--- config.mk ---
export PLATFORM = sky130hd
export DESIGN_NAME = hub_port_force_sense
export DESIGN_NICKNAME = d
export VERILOG_FILES = /design/src/shared/hub_port_force_pkg.sv /design/src/hub_port_force_sense.sv
export VERILOG_INCLUDE_DIRS = /design/src /design/src/shared
export SDC_FILE = /design/constraint.sdc
export NUM_CORES = 1
export LEC_CHECK = 0
export CORE_MARGIN = 4
export CORE_UTILIZATION = 39
export CTS_CLUSTER_DIAMETER = 80
export DETAILED_ROUTE_END_ITERATION = 8
export DONT_BUFFER_PORTS = 1
export HOLD_SLACK_MARGIN = 0.1
export MAX_ROUTING_LAYER = met4
export PLACE_DENSITY = 0.54
export SLEW_MARGIN = 20
export SYNTH_ARGS = -nofsm -noshare
export SYNTH_HDL_FRONTEND = slang
export SYNTH_SLANG_ARGS = --single-unit
--- constraint.sdc ---
create_clock -name aclk -period 1.4 [get_ports aclk]
set_input_delay 0 -clock aclk [delete_from_list [all_inputs] [get_ports aclk]]
set_output_delay 0 -clock aclk [all_outputs]
set_load 0.02 [all_outputs]
--- src/shared/hub_port_force_defines.svh ---
// Purpose: Offsets, field codes and reset values of the downstream force and sense block.
// Assumes: Register indices are word indices; the byte address is four times the index.
// Notes: Definitions only.
`ifndef HUB_PORT_FORCE_DEFINES_SVH
`define HUB_PORT_FORCE_DEFINES_SVH

// Register word indices.
`define HUB_IDX_FORCE_CTL 8'h4b
`define HUB_IDX_SE0_STATUS 8'h4f
`define HUB_IDX_DIFF_DATA 8'h50
`define HUB_IDX_FORCE_LOW 8'h51

// Reset values of the registers.
`define HUB_RST_FORCE_CTL 8'h00
`define HUB_RST_FORCE_LOW 8'h00
`define HUB_RST_SENSE 4'h0

// Two-bit force field codes.
`define HUB_FORCE_NONE 2'h0
`define HUB_FORCE_DIFF1 2'h1
`define HUB_FORCE_DIFF0 2'h2
`define HUB_FORCE_SE0 2'h3

// AXI response codes.
`define HUB_RESP_OKAY 2'h0
`define HUB_RESP_SLVERR 2'h2

`endif

--- src/shared/hub_port_force_pkg.sv ---
// Purpose: Types shared by the downstream force and sense block and its bench.
// Assumes: Four downstream ports, each a D+ and D- pair.
// Notes: Constants live in hub_port_force_defines.svh.
package hub_port_force_pkg;

  // Sensed level of one downstream pair.
  typedef struct packed {
    logic dp;
    logic dm;
  } line_pair_t;

  // Drive of one downstream pair with edge-rate control per line.
  typedef struct packed {
    logic dp_out;
    logic dm_out;
    logic dp_oe;
    logic dm_oe;
    logic dp_edge_en;
    logic dm_edge_en;
    logic low_speed;
  } pad_drive_t;

  // One-hot register selection.
  typedef enum logic [4:0] {
    SEL_NONE = 5'b00001,
    SEL_FORCE_CTL = 5'b00010,
    SEL_SE0 = 5'b00100,
    SEL_DIFF = 5'b01000,
    SEL_FORCE_LOW = 5'b10000
  } reg_sel_t;

endpackage

--- src/hub_port_force_sense.sv ---
// Purpose: Forces downstream USB pairs to J, K or SE0, pulls lines low, and senses line state.
// Assumes: Line inputs and repeater drive are synchronous to aclk; AXI4-Lite register access.
// Notes: Pad drive outputs follow their cause by one clock edge.
//
// Chosen here: the AXI4-Lite register port.
`timescale 1ns/1ps
`include "hub_port_force_defines.svh"

// Function
// - Force field zero leaves the port under normal repeater drive.
// - Field one drives J, two drives K, three drives SE0.
// - Force-low register pulls each D+ and D- low individually.
// - Force-low lines are driven with edge-rate control off.
// - Force-low drive stays active while the hub is suspended.
// - Data status shows differential state only, independent of port speed.
// - During SE0 the data status keeps the last differential value.
// - SE0 and data status clear on chip reset and bus reset.
// - SE0 status reads one during SE0; read-only; upper bits zero.
// - Data status reads one when D+ above D-, zero when below.
// - Field forcing uses edge rate matching the port's configured speed.
module hub_port_force_sense #(
  parameter int N_PORTS = 4,
  parameter int ADDR_W = 12
) (
  input wire logic aclk,
  input wire logic aresetn,
  input wire logic [ADDR_W-1:0] s_axi_awaddr,
  input wire logic [2:0] s_axi_awprot,
  input wire logic s_axi_awvalid,
  output logic s_axi_awready,
  input wire logic [31:0] s_axi_wdata,
  input wire logic [3:0] s_axi_wstrb,
  input wire logic s_axi_wvalid,
  output logic s_axi_wready,
  output logic [1:0] s_axi_bresp,
  output logic s_axi_bvalid,
  input wire logic s_axi_bready,
  input wire logic [ADDR_W-1:0] s_axi_araddr,
  input wire logic [2:0] s_axi_arprot,
  input wire logic s_axi_arvalid,
  output logic s_axi_arready,
  output logic [31:0] s_axi_rdata,
  output logic [1:0] s_axi_rresp,
  output logic s_axi_rvalid,
  input wire logic s_axi_rready,
  input wire logic usb_bus_reset,
  input wire logic hub_suspend,
  input wire logic [N_PORTS-1:0] port_low_speed,
  input wire hub_port_force_pkg::line_pair_t [N_PORTS-1:0] line_in,
  input wire hub_port_force_pkg::pad_drive_t [N_PORTS-1:0] repeater_drive,
  output hub_port_force_pkg::pad_drive_t [N_PORTS-1:0] pad_drive
);

  // Elaboration check: eight-bit registers hold at most four ports.
  if (N_PORTS < 1 || N_PORTS > 4) begin : g_bad_ports
    $error("N_PORTS must lie between 1 and 4");
  end
  if (ADDR_W < 10) begin : g_bad_addr
    $error("ADDR_W must be at least 10");
  end

  // Maps a byte address onto a register; unaligned or unknown gives none.
  function automatic hub_port_force_pkg::reg_sel_t reg_sel(input logic [ADDR_W-1:0] a);
    logic [ADDR_W-3:0] idx;
    idx = a[ADDR_W-1:2];
    if (a[1:0] != 2'h0) begin
      return hub_port_force_pkg::SEL_NONE;
    end
    if (idx == (ADDR_W-2)'(`HUB_IDX_FORCE_CTL)) begin
      return hub_port_force_pkg::SEL_FORCE_CTL;
    end
    if (idx == (ADDR_W-2)'(`HUB_IDX_SE0_STATUS)) begin
      return hub_port_force_pkg::SEL_SE0;
    end
    if (idx == (ADDR_W-2)'(`HUB_IDX_DIFF_DATA)) begin
      return hub_port_force_pkg::SEL_DIFF;
    end
    if (idx == (ADDR_W-2)'(`HUB_IDX_FORCE_LOW)) begin
      return hub_port_force_pkg::SEL_FORCE_LOW;
    end
    return hub_port_force_pkg::SEL_NONE;
  endfunction

  // Returns the two-bit pair belonging to port p.
  function automatic logic [1:0] port_pair(input logic [7:0] v, input int p);
    return v[2*p +: 2];
  endfunction

  logic [7:0] force_ctl_reg;
  logic [7:0] force_low_reg;
  logic [N_PORTS-1:0] se0_reg;
  logic [N_PORTS-1:0] diff_reg;
  logic [N_PORTS-1:0] se0_now;
  logic [N_PORTS-1:0] diff_valid;
  logic [N_PORTS-1:0] dp_now;
  logic [N_PORTS-1:0] diff_next;
  hub_port_force_pkg::pad_drive_t [N_PORTS-1:0] pad_reg;
  hub_port_force_pkg::pad_drive_t [N_PORTS-1:0] pad_next;
  logic awready_reg;
  logic wready_reg;
  logic bvalid_reg;
  logic [1:0] bresp_reg;
  logic arready_reg;
  logic rvalid_reg;
  logic [1:0] rresp_reg;
  logic [31:0] rdata_reg;
  logic [ADDR_W-1:0] waddr_q;
  logic [7:0] wdata_q;
  logic wstrb0_q;
  logic do_write;
  hub_port_force_pkg::reg_sel_t wsel;
  hub_port_force_pkg::reg_sel_t rsel;

  assign s_axi_awready = awready_reg;
  assign s_axi_wready = wready_reg;
  assign s_axi_bvalid = bvalid_reg;
  assign s_axi_bresp = bresp_reg;
  assign s_axi_arready = arready_reg;
  assign s_axi_rvalid = rvalid_reg;
  assign s_axi_rresp = rresp_reg;
  assign s_axi_rdata = rdata_reg;
  assign pad_drive = pad_reg;

  // The write takes effect once address and data are both held and no answer is pending.
  assign do_write = !awready_reg && !wready_reg && !bvalid_reg;
  assign wsel = reg_sel(waddr_q);
  assign rsel = reg_sel(s_axi_araddr);

  // Write address and data channels are taken independently and held until the answer.
  always_ff @(posedge aclk) begin
    if (!aresetn) begin
      awready_reg <= 1'b1;
      wready_reg <= 1'b1;
      waddr_q <= '0;
      wdata_q <= 8'h00;
      wstrb0_q <= 1'b0;
    end else begin
      if (s_axi_awvalid && awready_reg) begin
        awready_reg <= 1'b0;
        waddr_q <= s_axi_awaddr;
      end
      if (s_axi_wvalid && wready_reg) begin
        wready_reg <= 1'b0;
        wdata_q <= s_axi_wdata[7:0];
        wstrb0_q <= s_axi_wstrb[0];
      end
      if (bvalid_reg && s_axi_bready) begin
        awready_reg <= 1'b1;
        wready_reg <= 1'b1;
      end
    end
  end

  // Write response; unknown addresses answer with an error.
  always_ff @(posedge aclk) begin
    if (!aresetn) begin
      bvalid_reg <= 1'b0;
      bresp_reg <= `HUB_RESP_OKAY;
    end else if (do_write) begin
      bvalid_reg <= 1'b1;
      bresp_reg <= (wsel == hub_port_force_pkg::SEL_NONE) ? `HUB_RESP_SLVERR : `HUB_RESP_OKAY;
    end else if (bvalid_reg && s_axi_bready) begin
      bvalid_reg <= 1'b0;
    end
  end

  // Force registers; bus reset leaves both untouched.
  // Kept across bus reset.
  always_ff @(posedge aclk) begin
    if (!aresetn) begin
      force_ctl_reg <= `HUB_RST_FORCE_CTL;
      force_low_reg <= `HUB_RST_FORCE_LOW;
    end else if (do_write && wstrb0_q) begin
      if (wsel == hub_port_force_pkg::SEL_FORCE_CTL) begin
        force_ctl_reg <= wdata_q;
      end
      if (wsel == hub_port_force_pkg::SEL_FORCE_LOW) begin
        force_low_reg <= wdata_q;
      end
    end
  end

  // Read channel; the status registers ignore writes and pad their upper bits with zero.
  // Read-only with zero upper bits.
  always_ff @(posedge aclk) begin
    if (!aresetn) begin
      arready_reg <= 1'b1;
      rvalid_reg <= 1'b0;
      rresp_reg <= `HUB_RESP_OKAY;
      rdata_reg <= 32'h0000_0000;
    end else if (s_axi_arvalid && arready_reg) begin
      arready_reg <= 1'b0;
      rvalid_reg <= 1'b1;
      rresp_reg <= `HUB_RESP_OKAY;
      case (rsel)
        hub_port_force_pkg::SEL_FORCE_CTL: begin
          rdata_reg <= {24'h00_0000, force_ctl_reg};
        end
        hub_port_force_pkg::SEL_FORCE_LOW: begin
          rdata_reg <= {24'h00_0000, force_low_reg};
        end
        hub_port_force_pkg::SEL_SE0: begin
          rdata_reg <= 32'(se0_reg);
        end
        hub_port_force_pkg::SEL_DIFF: begin
          rdata_reg <= 32'(diff_reg);
        end
        default: begin
          rdata_reg <= 32'h0000_0000;
          rresp_reg <= `HUB_RESP_SLVERR;
        end
      endcase
    end else if (rvalid_reg && s_axi_rready) begin
      rvalid_reg <= 1'b0;
      arready_reg <= 1'b1;
    end
  end

  // Line classification: SE0 both low, differential when the lines differ.
  // Speed setting plays no part here.
  always_comb begin
    for (int p = 0; p < N_PORTS; p++) begin
      se0_now[p] = !line_in[p].dp && !line_in[p].dm;
      diff_valid[p] = line_in[p].dp ^ line_in[p].dm;
      dp_now[p] = line_in[p].dp;
    end
  end

  assign diff_next = (diff_valid & dp_now) | (~diff_valid & diff_reg);

  // Sensing registers, cleared on chip reset and on bus reset.
  // Both resets clear.
  always_ff @(posedge aclk) begin
    if (!aresetn || usb_bus_reset) begin
      se0_reg <= N_PORTS'(`HUB_RST_SENSE);
      diff_reg <= N_PORTS'(`HUB_RST_SENSE);
    end else begin
      se0_reg <= se0_now;
      diff_reg <= diff_next;
    end
  end

  // Per-line drive: force-low wins over the field, the field over the repeater.
  // Suspend is deliberately not an input to this decision.
  always_comb begin
    for (int p = 0; p < N_PORTS; p++) begin
      pad_next[p] = repeater_drive[p];
      case (port_pair(force_ctl_reg, p))
        `HUB_FORCE_DIFF1: begin
          pad_next[p] = '{1'b1, 1'b0, 1'b1, 1'b1, 1'b1, 1'b1, port_low_speed[p]};
        end
        `HUB_FORCE_DIFF0: begin
          pad_next[p] = '{1'b0, 1'b1, 1'b1, 1'b1, 1'b1, 1'b1, port_low_speed[p]};
        end
        `HUB_FORCE_SE0: begin
          pad_next[p] = '{1'b0, 1'b0, 1'b1, 1'b1, 1'b1, 1'b1, port_low_speed[p]};
        end
        default: begin
          pad_next[p] = repeater_drive[p];
        end
      endcase
      if (port_pair(force_low_reg, p) != 2'h0) begin
        if (port_pair(force_low_reg, p) == 2'h3 ||
            port_pair(force_ctl_reg, p) == `HUB_FORCE_NONE) begin
          pad_next[p].dp_oe = port_pair(force_low_reg, p) == 2'h3 ? 1'b1 : repeater_drive[p].dp_oe;
          pad_next[p].dm_oe = port_pair(force_low_reg, p) == 2'h3 ? 1'b1 : repeater_drive[p].dm_oe;
        end
        // Bit 2n-1 is D+, bit 2n-2 is D-.
        if (port_pair(force_low_reg, p) >= 2'h2) begin
          pad_next[p].dp_out = 1'b0;
          pad_next[p].dp_oe = 1'b1;
          pad_next[p].dp_edge_en = 1'b0;
        end
        if (port_pair(force_low_reg, p) == 2'h1 || port_pair(force_low_reg, p) == 2'h3) begin
          pad_next[p].dm_out = 1'b0;
          pad_next[p].dm_oe = 1'b1;
          pad_next[p].dm_edge_en = 1'b0;
        end
      end
    end
  end

  // Pad drive flops; force-low survives suspend since suspend never gates them.
  // Held during suspend.
  always_ff @(posedge aclk) begin
    if (!aresetn) begin
      pad_reg <= '0;
    end else begin
      pad_reg <= pad_next;
    end
  end

  // Per-port checks of the pad drive.
  for (genvar p = 0; p < N_PORTS; p++) begin : g_chk
    a_none_passes: assert property (@(posedge aclk) disable iff (!aresetn)
      (force_ctl_reg[2*p +: 2] == 2'h0 && force_low_reg[2*p +: 2] == 2'h0)
      |=> pad_reg[p] == $past(repeater_drive[p]))
      else $error("unforced port does not follow the repeater");
    a_force_j_drive: assert property (@(posedge aclk) disable iff (!aresetn)
      (force_ctl_reg[2*p +: 2] == 2'h1 && force_low_reg[2*p +: 2] == 2'h0)
      |=> pad_reg[p].dp_out && !pad_reg[p].dm_out && pad_reg[p].dp_oe && pad_reg[p].dm_oe)
      else $error("field one does not drive J");
    a_force_se0_drive: assert property (@(posedge aclk) disable iff (!aresetn)
      (force_ctl_reg[2*p +: 2] == 2'h3)
      |=> !pad_reg[p].dp_out && !pad_reg[p].dm_out && pad_reg[p].dp_oe && pad_reg[p].dm_oe)
      else $error("field three does not drive SE0");
    a_low_dp_plain: assert property (@(posedge aclk) disable iff (!aresetn)
      force_low_reg[2*p+1]
      |=> pad_reg[p].dp_oe && !pad_reg[p].dp_out && !pad_reg[p].dp_edge_en)
      else $error("force-low D+ not driven low without edge control");
    a_low_in_suspend: assert property (@(posedge aclk) disable iff (!aresetn)
      (hub_suspend && force_low_reg[2*p])
      |=> pad_reg[p].dm_oe && !pad_reg[p].dm_out)
      else $error("force-low D- released during suspend");
    a_edge_speed: assert property (@(posedge aclk) disable iff (!aresetn)
      (force_ctl_reg[2*p +: 2] != 2'h0)
      |=> pad_reg[p].low_speed == $past(port_low_speed[p]) && pad_reg[p].dp_edge_en ==
        !$past(force_low_reg[2*p+1]))
      else $error("field forcing edge rate does not match speed");
  end

  // Sense checks.
  a_diff_hold: assert property (@(posedge aclk) disable iff (!aresetn)
    (!usb_bus_reset && se0_now != '0)
    |=> (diff_reg & $past(se0_now)) == ($past(diff_reg) & $past(se0_now)))
    else $error("data status changed during SE0");
  a_diff_follow: assert property (@(posedge aclk) disable iff (!aresetn)
    !usb_bus_reset |=> (diff_reg & $past(diff_valid)) == ($past(dp_now) & $past(diff_valid)))
    else $error("data status does not follow D+ on differential state");
  a_se0_track: assert property (@(posedge aclk) disable iff (!aresetn)
    !usb_bus_reset |=> se0_reg == $past(se0_now))
    else $error("SE0 status does not track the pair");
  a_sense_clear: assert property (@(posedge aclk)
    (!aresetn || usb_bus_reset) |=> se0_reg == '0 && diff_reg == '0)
    else $error("sense registers not cleared by reset");
  a_se0_read: assert property (@(posedge aclk) disable iff (!aresetn)
    (s_axi_arvalid && arready_reg && rsel == hub_port_force_pkg::SEL_SE0)
    |=> rvalid_reg && rdata_reg == 32'($past(se0_reg)))
    else $error("SE0 status read returns wrong data");

endmodule // hub_port_force_sense

==> flow_summary.json, run 1 <==
{
  "outcome": "aborted with a tool error",
  "lastStage": "clock tree synthesis",
  "stop_error": "[ERROR RSZ-0060] Max buffer count reached.",
  "dp_hpwl_um": 5942,
  "ctsRootBufferMaster": "clkbuf_8",
  "synth_cells": 409,
  "gp_congestion": 0.7206,
  "ys_types": 39,
  "io_buffers": 0,
  "synth_edf_count": 0,
  "hold_buffers": 109,
  "htreeDepth": 3,
  "netlist.area_leader.share": 0.4711,
  "placementRows": 35,
  "synth.avg_cell_area_um2": 9.144,
  "yosys_warnings": 0,
  "ys_seq_elements": 88,
  "die_h_um": 105.9,
  "die_w_um": 105.9,
  "cts_buffers": 9,
  "synth_area_leader_cell": "dfxtp_1",
  "synthTopCellsByArea": "dfxtp_1, mux2i_1, nand2_1",
  "ys_async_sr_fraction": 0,
  "initial_utilization": 0.4028,
  "synth.yosys.seq_area_share": 0.4711,
  "io-pin-count": 184,
  "synth_area_um2": 3740,
  "post_cts_buffers": 1,
  "cts_buffer_depth": 2,
  "cts_num_sinks": 88,
  "synth-main-ff-cell": "dfxtp_1",
  "post_cts_resized": 1
}
kinds of logic after synthesis:
kind of cell / after synthesis / share of synthesized area
AO/OA/AOI/OAI: 68 / 0.1301
adder cells (fa/ha/maj): 4 / 0.01338
AND/OR/NAND/NOR: 160 / 0.2218
buffers and inverters: 60 / 0.08766
other: 1 / 0.001003
flip-flops: 88 / 0.4711
multiplexers: 28 / 0.07494
metrics by stage:
stage / setup slack (ps) / cells / util / TNS, ps / instance area, um^2
detailed placement: -72.06 / 523 / 0.4102 / -690.0 / 3809
global placement: -10.77 / 523 / 0.4102 / -75.21 / 3809
floorplan: -44.59 / 434 / - / -356.7 / 3837
cell usage after synthesis (2+ instances only):
library cell,count
dfxtp_1,88
nand2_1,67
mux2i_1,28
a21boi_0,27
buf_4,26
nor2_1,26
clkbuf_1,19
nor3_1,16
nand3_1,14
o21ai_0,12
inv_1,10
nand2b_1,10
a21oi_1,9
o41a_1,8
and2_1,6
nand4_1,5
buf_2,4
ha_1,4
o21ai_1,4
o22a_1,4
nor2b_1,2
nor3_4,2
or4b_4,2
==> inputs of run 2 (changes only) <==
- CORE_UTILIZATION: 39 -> 24
- CTS_CLUSTER_DIAMETER: 80 -> default
- HOLD_SLACK_MARGIN: 0.1 -> default
- MAX_ROUTING_LAYER: met4 -> default
- PLACE_DENSITY: 0.54 -> default
- PLACE_DENSITY_LB_ADDON: default -> 0.15
- clock period: 1.4 -> 1.8 ns (I/O delays scaled with it)
==> run 2 against run 1 <==
Effect of this change:
- the flow now finishes, with violations (hold timing)
- area after synthesis did not move
- synthesized cell count did not move
==> flow_summary.json, run 2 <==
{
  "outcome": "complete, but fails checks",
  "violations": "hold timing",
  "netlist.area_leader.share": 0.4711,
  "p_clk_frac": 0.437,
  "wl_per_cell_um": 14.66,
  "min_to": "s_axi_rresp[1]",
  "final_cell_mix": "dfxtp_1, dlygate4sd3_1, nand2_1",
  "reg2reg_setup_slack_ps": 170,
  "grt_pass1_vias": 3024,
  "cp_num_buf_inv": 2,
  "path_common_cell": "dlygate4sd3_1",
  "placementRows": 45,
  "synth_fa_ha_area_frac": 0.01338,
  "synth.avg_cell_area_um2": 9.144,
  "cp_slowest_stage_delay_ps": 600,
  "tns_ps": 0,
  "synth_commonest_cells": "dfxtp_1, nand2_1, mux2i_1",
  "regArea_um2": 1762,
  "viasPerCell": 4.310,
  "holdPathStages": 2,
  "core-area_um2": 15260,
  "fin_area_um2": 4989,
  "io-pin-count": 184,
  "cts_num_sinks": 88,
  "r2r-end": "s_axi_rdata[5]",
  "synth-compound-area-share": 0.1301,
  "rsz0062_at_grt": "no",
  "io_buffers": 0,
  "gp_congestion": 0.6875,
  "num_vias": 3000,
  "synth_cells": 409,
  "clock.fmax_mhz": 578.2,
  "synth_edf_count": 0,
  "worstReg2RegStart": "s_axi_arready",
  "drc_errors": 0,
  "synth.area.mux_share": 0.07494,
  "internal_power_mw": 3.476,
  "slowest_stage": "dlygate4sd3_1",
  "crit_type": "input port to flip-flop",
  "cp_data_required_time_ps": 2080,
  "end_kind": "flip-flop",
  "nFillCells": 1571,
  "synth-main-ff-cell": "dfxtp_1",
  "cts_tree": "done",
  "synth_area_leader_cell": "dfxtp_1",
  "htreeDepth": 3,
  "initial_utilization": 0.2451,
  "critPathArrivalTime_ps": 2010,
  "synth_xor_area_frac": 0,
  "multiInputGateArea_um2": 1748,
  "grt_use_total": 0.1164,
  "drv_slew": 0,
  "grt_overflow_total": 0,
  "power_switching_mw": 1.106,
  "clock_skew_ps": 7.335,
  "synth.yosys.seq_area_share": 0.4711,
  "synth_area_um2": 3740,
  "hold_viol": 2,
  "synth_top_family_by_area": "simple AND/OR/NAND/NOR gates",
  "cp_max_fo": 6,
  "area_growth_pct": 33.39,
  "layout_min_cycle_time_ps": 1730,
  "cts_buffers": 9,
  "swShare": 0.2414,
  "ctsRootBufferMaster": "clkbuf_16",
  "antenna_cells": 0,
  "whs_ps": -9.308,
  "dp_hpwl_um": 6809,
  "placed_area_um2": 3837,
  "die_w_um": 132.8,
  "grt_antenna_before_repair": 0,
  "synthSimpleGateAreaFrac": 0.2218,
  "die-area_um2": 17640,
  "ys_async_sr_fraction": 0,
  "finalSetupViolCount": 0,
  "final_common_cell": "dfxtp_1",
  "clkTransAtPathRegs_ps": 60,
  "ys_seq_elements": 88,
  "layout-drive-gt1-share": 0.06804,
  "finalCritPeriodShare": 0.9609,
  "die_h_um": 132.8,
  "path_cells": "dlygate4sd3_1 > or4b_4 > dlygate4sd3_1 > o22a_1 > o21ai_1",
  "grt_pass1_wl_um": 15900,
  "largest_reg_flops": 28,
  "yosys_warnings": 0,
  "drt_wl_total_um": 10210,
  "clock_latency_ps": 350,
  "reg2regPathDepth": 4,
  "power_leakage_nw": 1.912,
  "ant_nets": 0,
  "yosysMostFrequentCell": "dfxtp_1",
  "drtIter0Drc": 83,
  "min_path_type": "input port to flip-flop",
  "nNetsFinal": 599,
  "post_cts_buffers": 0,
  "dr.pass1.iters": 4,
  "hold_start": "s_axi_arvalid",
  "grt_max_degree": 83,
  "startpoint_type": "input port",
  "ys_types": 39,
  "cts_buffer_depth": 2,
  "p_seq_frac": 0.468,
  "peakVddDrop_v": 0.0004312,
  "path_delay_family": "buffers and inverters",
  "synthTopCellsByArea": "dfxtp_1, mux2i_1, nand2_1",
  "comb_power_share": 0.095,
  "max-cap-violations": 0,
  "power_density_nw_per_um2": 918.5
}
## run 2: cell counts after synthesis
No cell type changed its count.
## run 2: area by class of cell
| type | count | share of cell area |
|---|---|---|
| multi-input combinational | 286 | 0.3504 |
| tap | 211 | 0.05292 |
| clock inverter | 2 | 0.007023 |
| clock buffer | 14 | 0.05694 |
| sequential | 88 | 0.3531 |
| timing repair buffer | 85 | 0.1721 |
| inverter | 10 | 0.007524 |
## run 2: cells by family (layout without fill, tap and decap cells)
family,after synthesis,in the layout
AOI/OAI and AO/OA,68,68
DFF,88,88
muxes,28,28
other,1,26
buffers and inverters,60,111
adders and majority gates,4,4
and+or+nand+nor,160,160
## run 2: through the flow
stage / hold WS [ps] / power, mW / instances / setup WS (ps) / utilization
after floorplan: 100.4 / 2.464 / 434 / 326.5 / -
after global placement: 91.85 / 2.439 / 599 / 253.9 / 0.2515
after detailed placement: 101.1 / 2.446 / 599 / 187.4 / 0.2515
after CTS: 1.232 / 4.652 / 696 / 80.15 / 0.3267
after global routing: 13.44 / 4.789 / 696 / 57.19 / 0.3269
final: -9.308 / 4.582 / 696 / 70.41 / 0.3269
## run 2: repair_timing
action	CTS	global route
setup endpoints to repair	0	1
hold buffers	81	0
endpoints found under the hold margin	88	0
resized for setup	0	2
## run 2: metal layers
layer  vias to the layer above  track usage  share of wire
met5                         -            0              0
met4                         0      0.06005          0.024
met2                       106       0.1975           0.49
met3                        16      0.02966          0.065
met1                      1388       0.1350           0.42
li1                       1490            -              -
## run 2: power groups by stage
stage	clock, mW	combinational (mW)	sequential (mW)
2_1_floorplan	0	0.287	2.18
3_3_place_gp	0	0.249	2.19
3_5_place_dp	0	0.256	2.19
4_1_cts	2.07	0.439	2.15
5_1_grt	2.15	0.489	2.15
6_report	2.00	0.436	2.14
## run 2: worst max path at each step
| stage | from | endpoint | slack, ps | cells after the start |
|---|---|---|---|---|
| after global routing | s_axi_araddr[4] | s_axi_rdata[2] | 60 | 5 |
| after detailed placement | waddr_q[9] | force_low_reg[1] | 190 | 4 |
| after CTS | s_axi_arready | s_axi_rdata[5] | 80 | 4 |
| after floorplan | s_axi_bvalid | force_ctl_reg[0] | 330 | 4 |
| final | s_axi_araddr[4] | s_axi_rdata[2] | 70 | 5 |
| after global placement | waddr_q[9] | force_low_reg[1] | 250 | 4 |
(Power assumes the default switching activity.)
==> inputs of run 3 (changes only) <==
- SLEW_MARGIN: 20 -> 40
- clock period: 1.8 -> 1.57 ns (I/O delays scaled with it)
==> run 3 against run 2 <==
Effect of this change:
- the flow now finishes without violations
- clock power is 4% higher
- first-iteration DRC count is 61% higher
- critical path type is now flip-flop to flip-flop
- largest cell class unchanged
- clock skew is 0.97 ps lower
- core utilization hardly changed
- combinational power is 18% higher
- non-clock buffer count is 2 higher
==> flow_summary.json, run 3 (synthesized netlist as in run 2, its figures left out) <==
{
  "cts_buffer_depth": 2,
  "clkTransAtPathRegs_ps": 60,
  "worstReg2RegStart": "force_ctl_reg[1]",
  "grt_use_total": 0.1153,
  "nNetsFinal": 601,
  "dr.pass1.iters": 4,
  "post_cts_buffers": 0,
  "area_growth_pct": 33.42,
  "final_cell_mix": "dfxtp_1, dlygate4sd3_1, nand2_1",
  "fin_area_um2": 4990,
  "grt_max_degree": 82,
  "grt_overflow_total": 0,
  "startpoint_type": "flip-flop",
  "drc_errors": 0,
  "grt_pass1_wl_um": 15950,
  "min_to": "s_axi_rdata[2]",
  "largest_reg_flops": 28,
  "r2r-end": "pad_drive[0]",
  "placed_area_um2": 3908,
  "gp_congestion": 0.6766,
  "reg2reg_setup_slack_ps": 90,
  "clock_skew_ps": 6.365,
  "die-area_um2": 17640,
  "drt_wl_total_um": 10130,
  "io_buffers": 0,
  "holdPathStages": 3,
  "final_common_cell": "dfxtp_1",
  "min_path_type": "input port to flip-flop",
  "initial_utilization": 0.2451,
  "grt_pass1_vias": 3012,
  "crit_type": "flip-flop to flip-flop",
  "clock_latency_ps": 340,
  "power_density_nw_per_um2": 1013,
  "ctsRootBufferMaster": "clkbuf_16",
  "cts_num_sinks": 88,
  "cts_buffers": 9,
  "antenna_cells": 0,
  "whs_ps": 15.61,
  "hold_start": "s_axi_araddr[4]",
  "cp_data_required_time_ps": 1860,
  "viasPerCell": 4.297,
  "layout_min_cycle_time_ps": 1481,
  "wl_per_cell_um": 14.51,
  "die_h_um": 132.8,
  "drv_slew": 0,
  "cp_max_fo": 10,
  "peakVddDrop_v": 0.0004907,
  "max-cap-violations": 0,
  "dp_hpwl_um": 6776,
  "hold_viol": 0,
  "grt_antenna_before_repair": 1,
  "placementRows": 45,
  "core-area_um2": 15260,
  "num_vias": 2999,
  "io-pin-count": 184,
  "finalSetupViolCount": 0,
  "die_w_um": 132.8,
  "ant_nets": 0,
  "power_leakage_nw": 1.913,
  "rsz0062_at_grt": "yes",
  "drtIter0Drc": 134,
  "outcome": "complete, no violations",
  "layout-drive-gt1-share": 0.08008,
  "critPathArrivalTime_ps": 1770,
  "clock.fmax_mhz": 675.4,
  "reg2regPathDepth": 3,
  "cts_tree": "done",
  "finalCritPeriodShare": 0.9430,
  "end_kind": "flip-flop",
  "htreeDepth": 3
}
run 3: layout make-up:
class,count,area (um^2)
fill,1564,10270
sequential,88,1765
timing repair buffer,87,892.1
tap,211,264.0
multi-input combinational,286,1744
clock buffer,14,274.0
inverter,10,37.54
clock inverter,2,12.51
run 3: routing by layer:
metal  vias up  routed length, um  global-route usage
met3        10                693             0.03460
li1       1491                  -                   -
met1      1399               4399              0.1370
met4         0                182             0.05081
met5         -                  0                   0
met2        99               4853              0.1922
run 3: how the worst max path moves through the flow:
stage | start | end | slack, ps | depth (start not counted)
after floorplan | s_axi_bvalid | force_ctl_reg[0] | 100 | 4
after global placement | waddr_q[9] | force_ctl_reg[5] | 130 | 5
after detailed placement | waddr_q[9] | force_ctl_reg[3] | 70 | 5
after CTS | s_axi_bvalid | s_axi_awready | 30 | 4
after global routing | waddr_q[9] | force_ctl_reg[1] | -50 | 5
final | force_ctl_reg[1] | pad_drive[0] | 90 | 3
run 3: worst max-delay path, stage by stage (launching register included):
cell and delay, ps:
dfxtp_1 550, o21ai_0 160, a21boi_0 160, dlygate4sd3_1 560
run 3: repair_timing:
item | 4_1_cts | 5_1_grt
endpoints found under the setup margin | 0 | 12
resized for setup | 0 | 5
hold buffers | 77 | 0
endpoints found under the hold margin | 88 | 0
run 3: metrics by stage:
step	total power [mW]	std cells	setup TNS, ps	util	worst slack [ps]
2_1_floorplan	2.825	434	0	-	96.55
3_3_place_gp	2.806	605	0	0.2561	125.5
3_5_place_dp	2.813	605	0	0.2561	71.34
4_1_cts	5.119	698	0	0.3265	31.17
5_1_grt	5.282	698	-193.6	0.3270	-45.04
6_report	5.053	698	0	0.3270	89.47
run 3: report_power, final:
| part | switching, mW | total [mW] | internal, mW |
|---|---|---|---|
| clock | 0.887 | 2.09 | 1.20 |
| combinational | 0.262 | 0.513 | 0.251 |
| sequential | 0.119 | 2.45 | 2.33 |
| total | 1.27 | 5.05 | 3.78 |
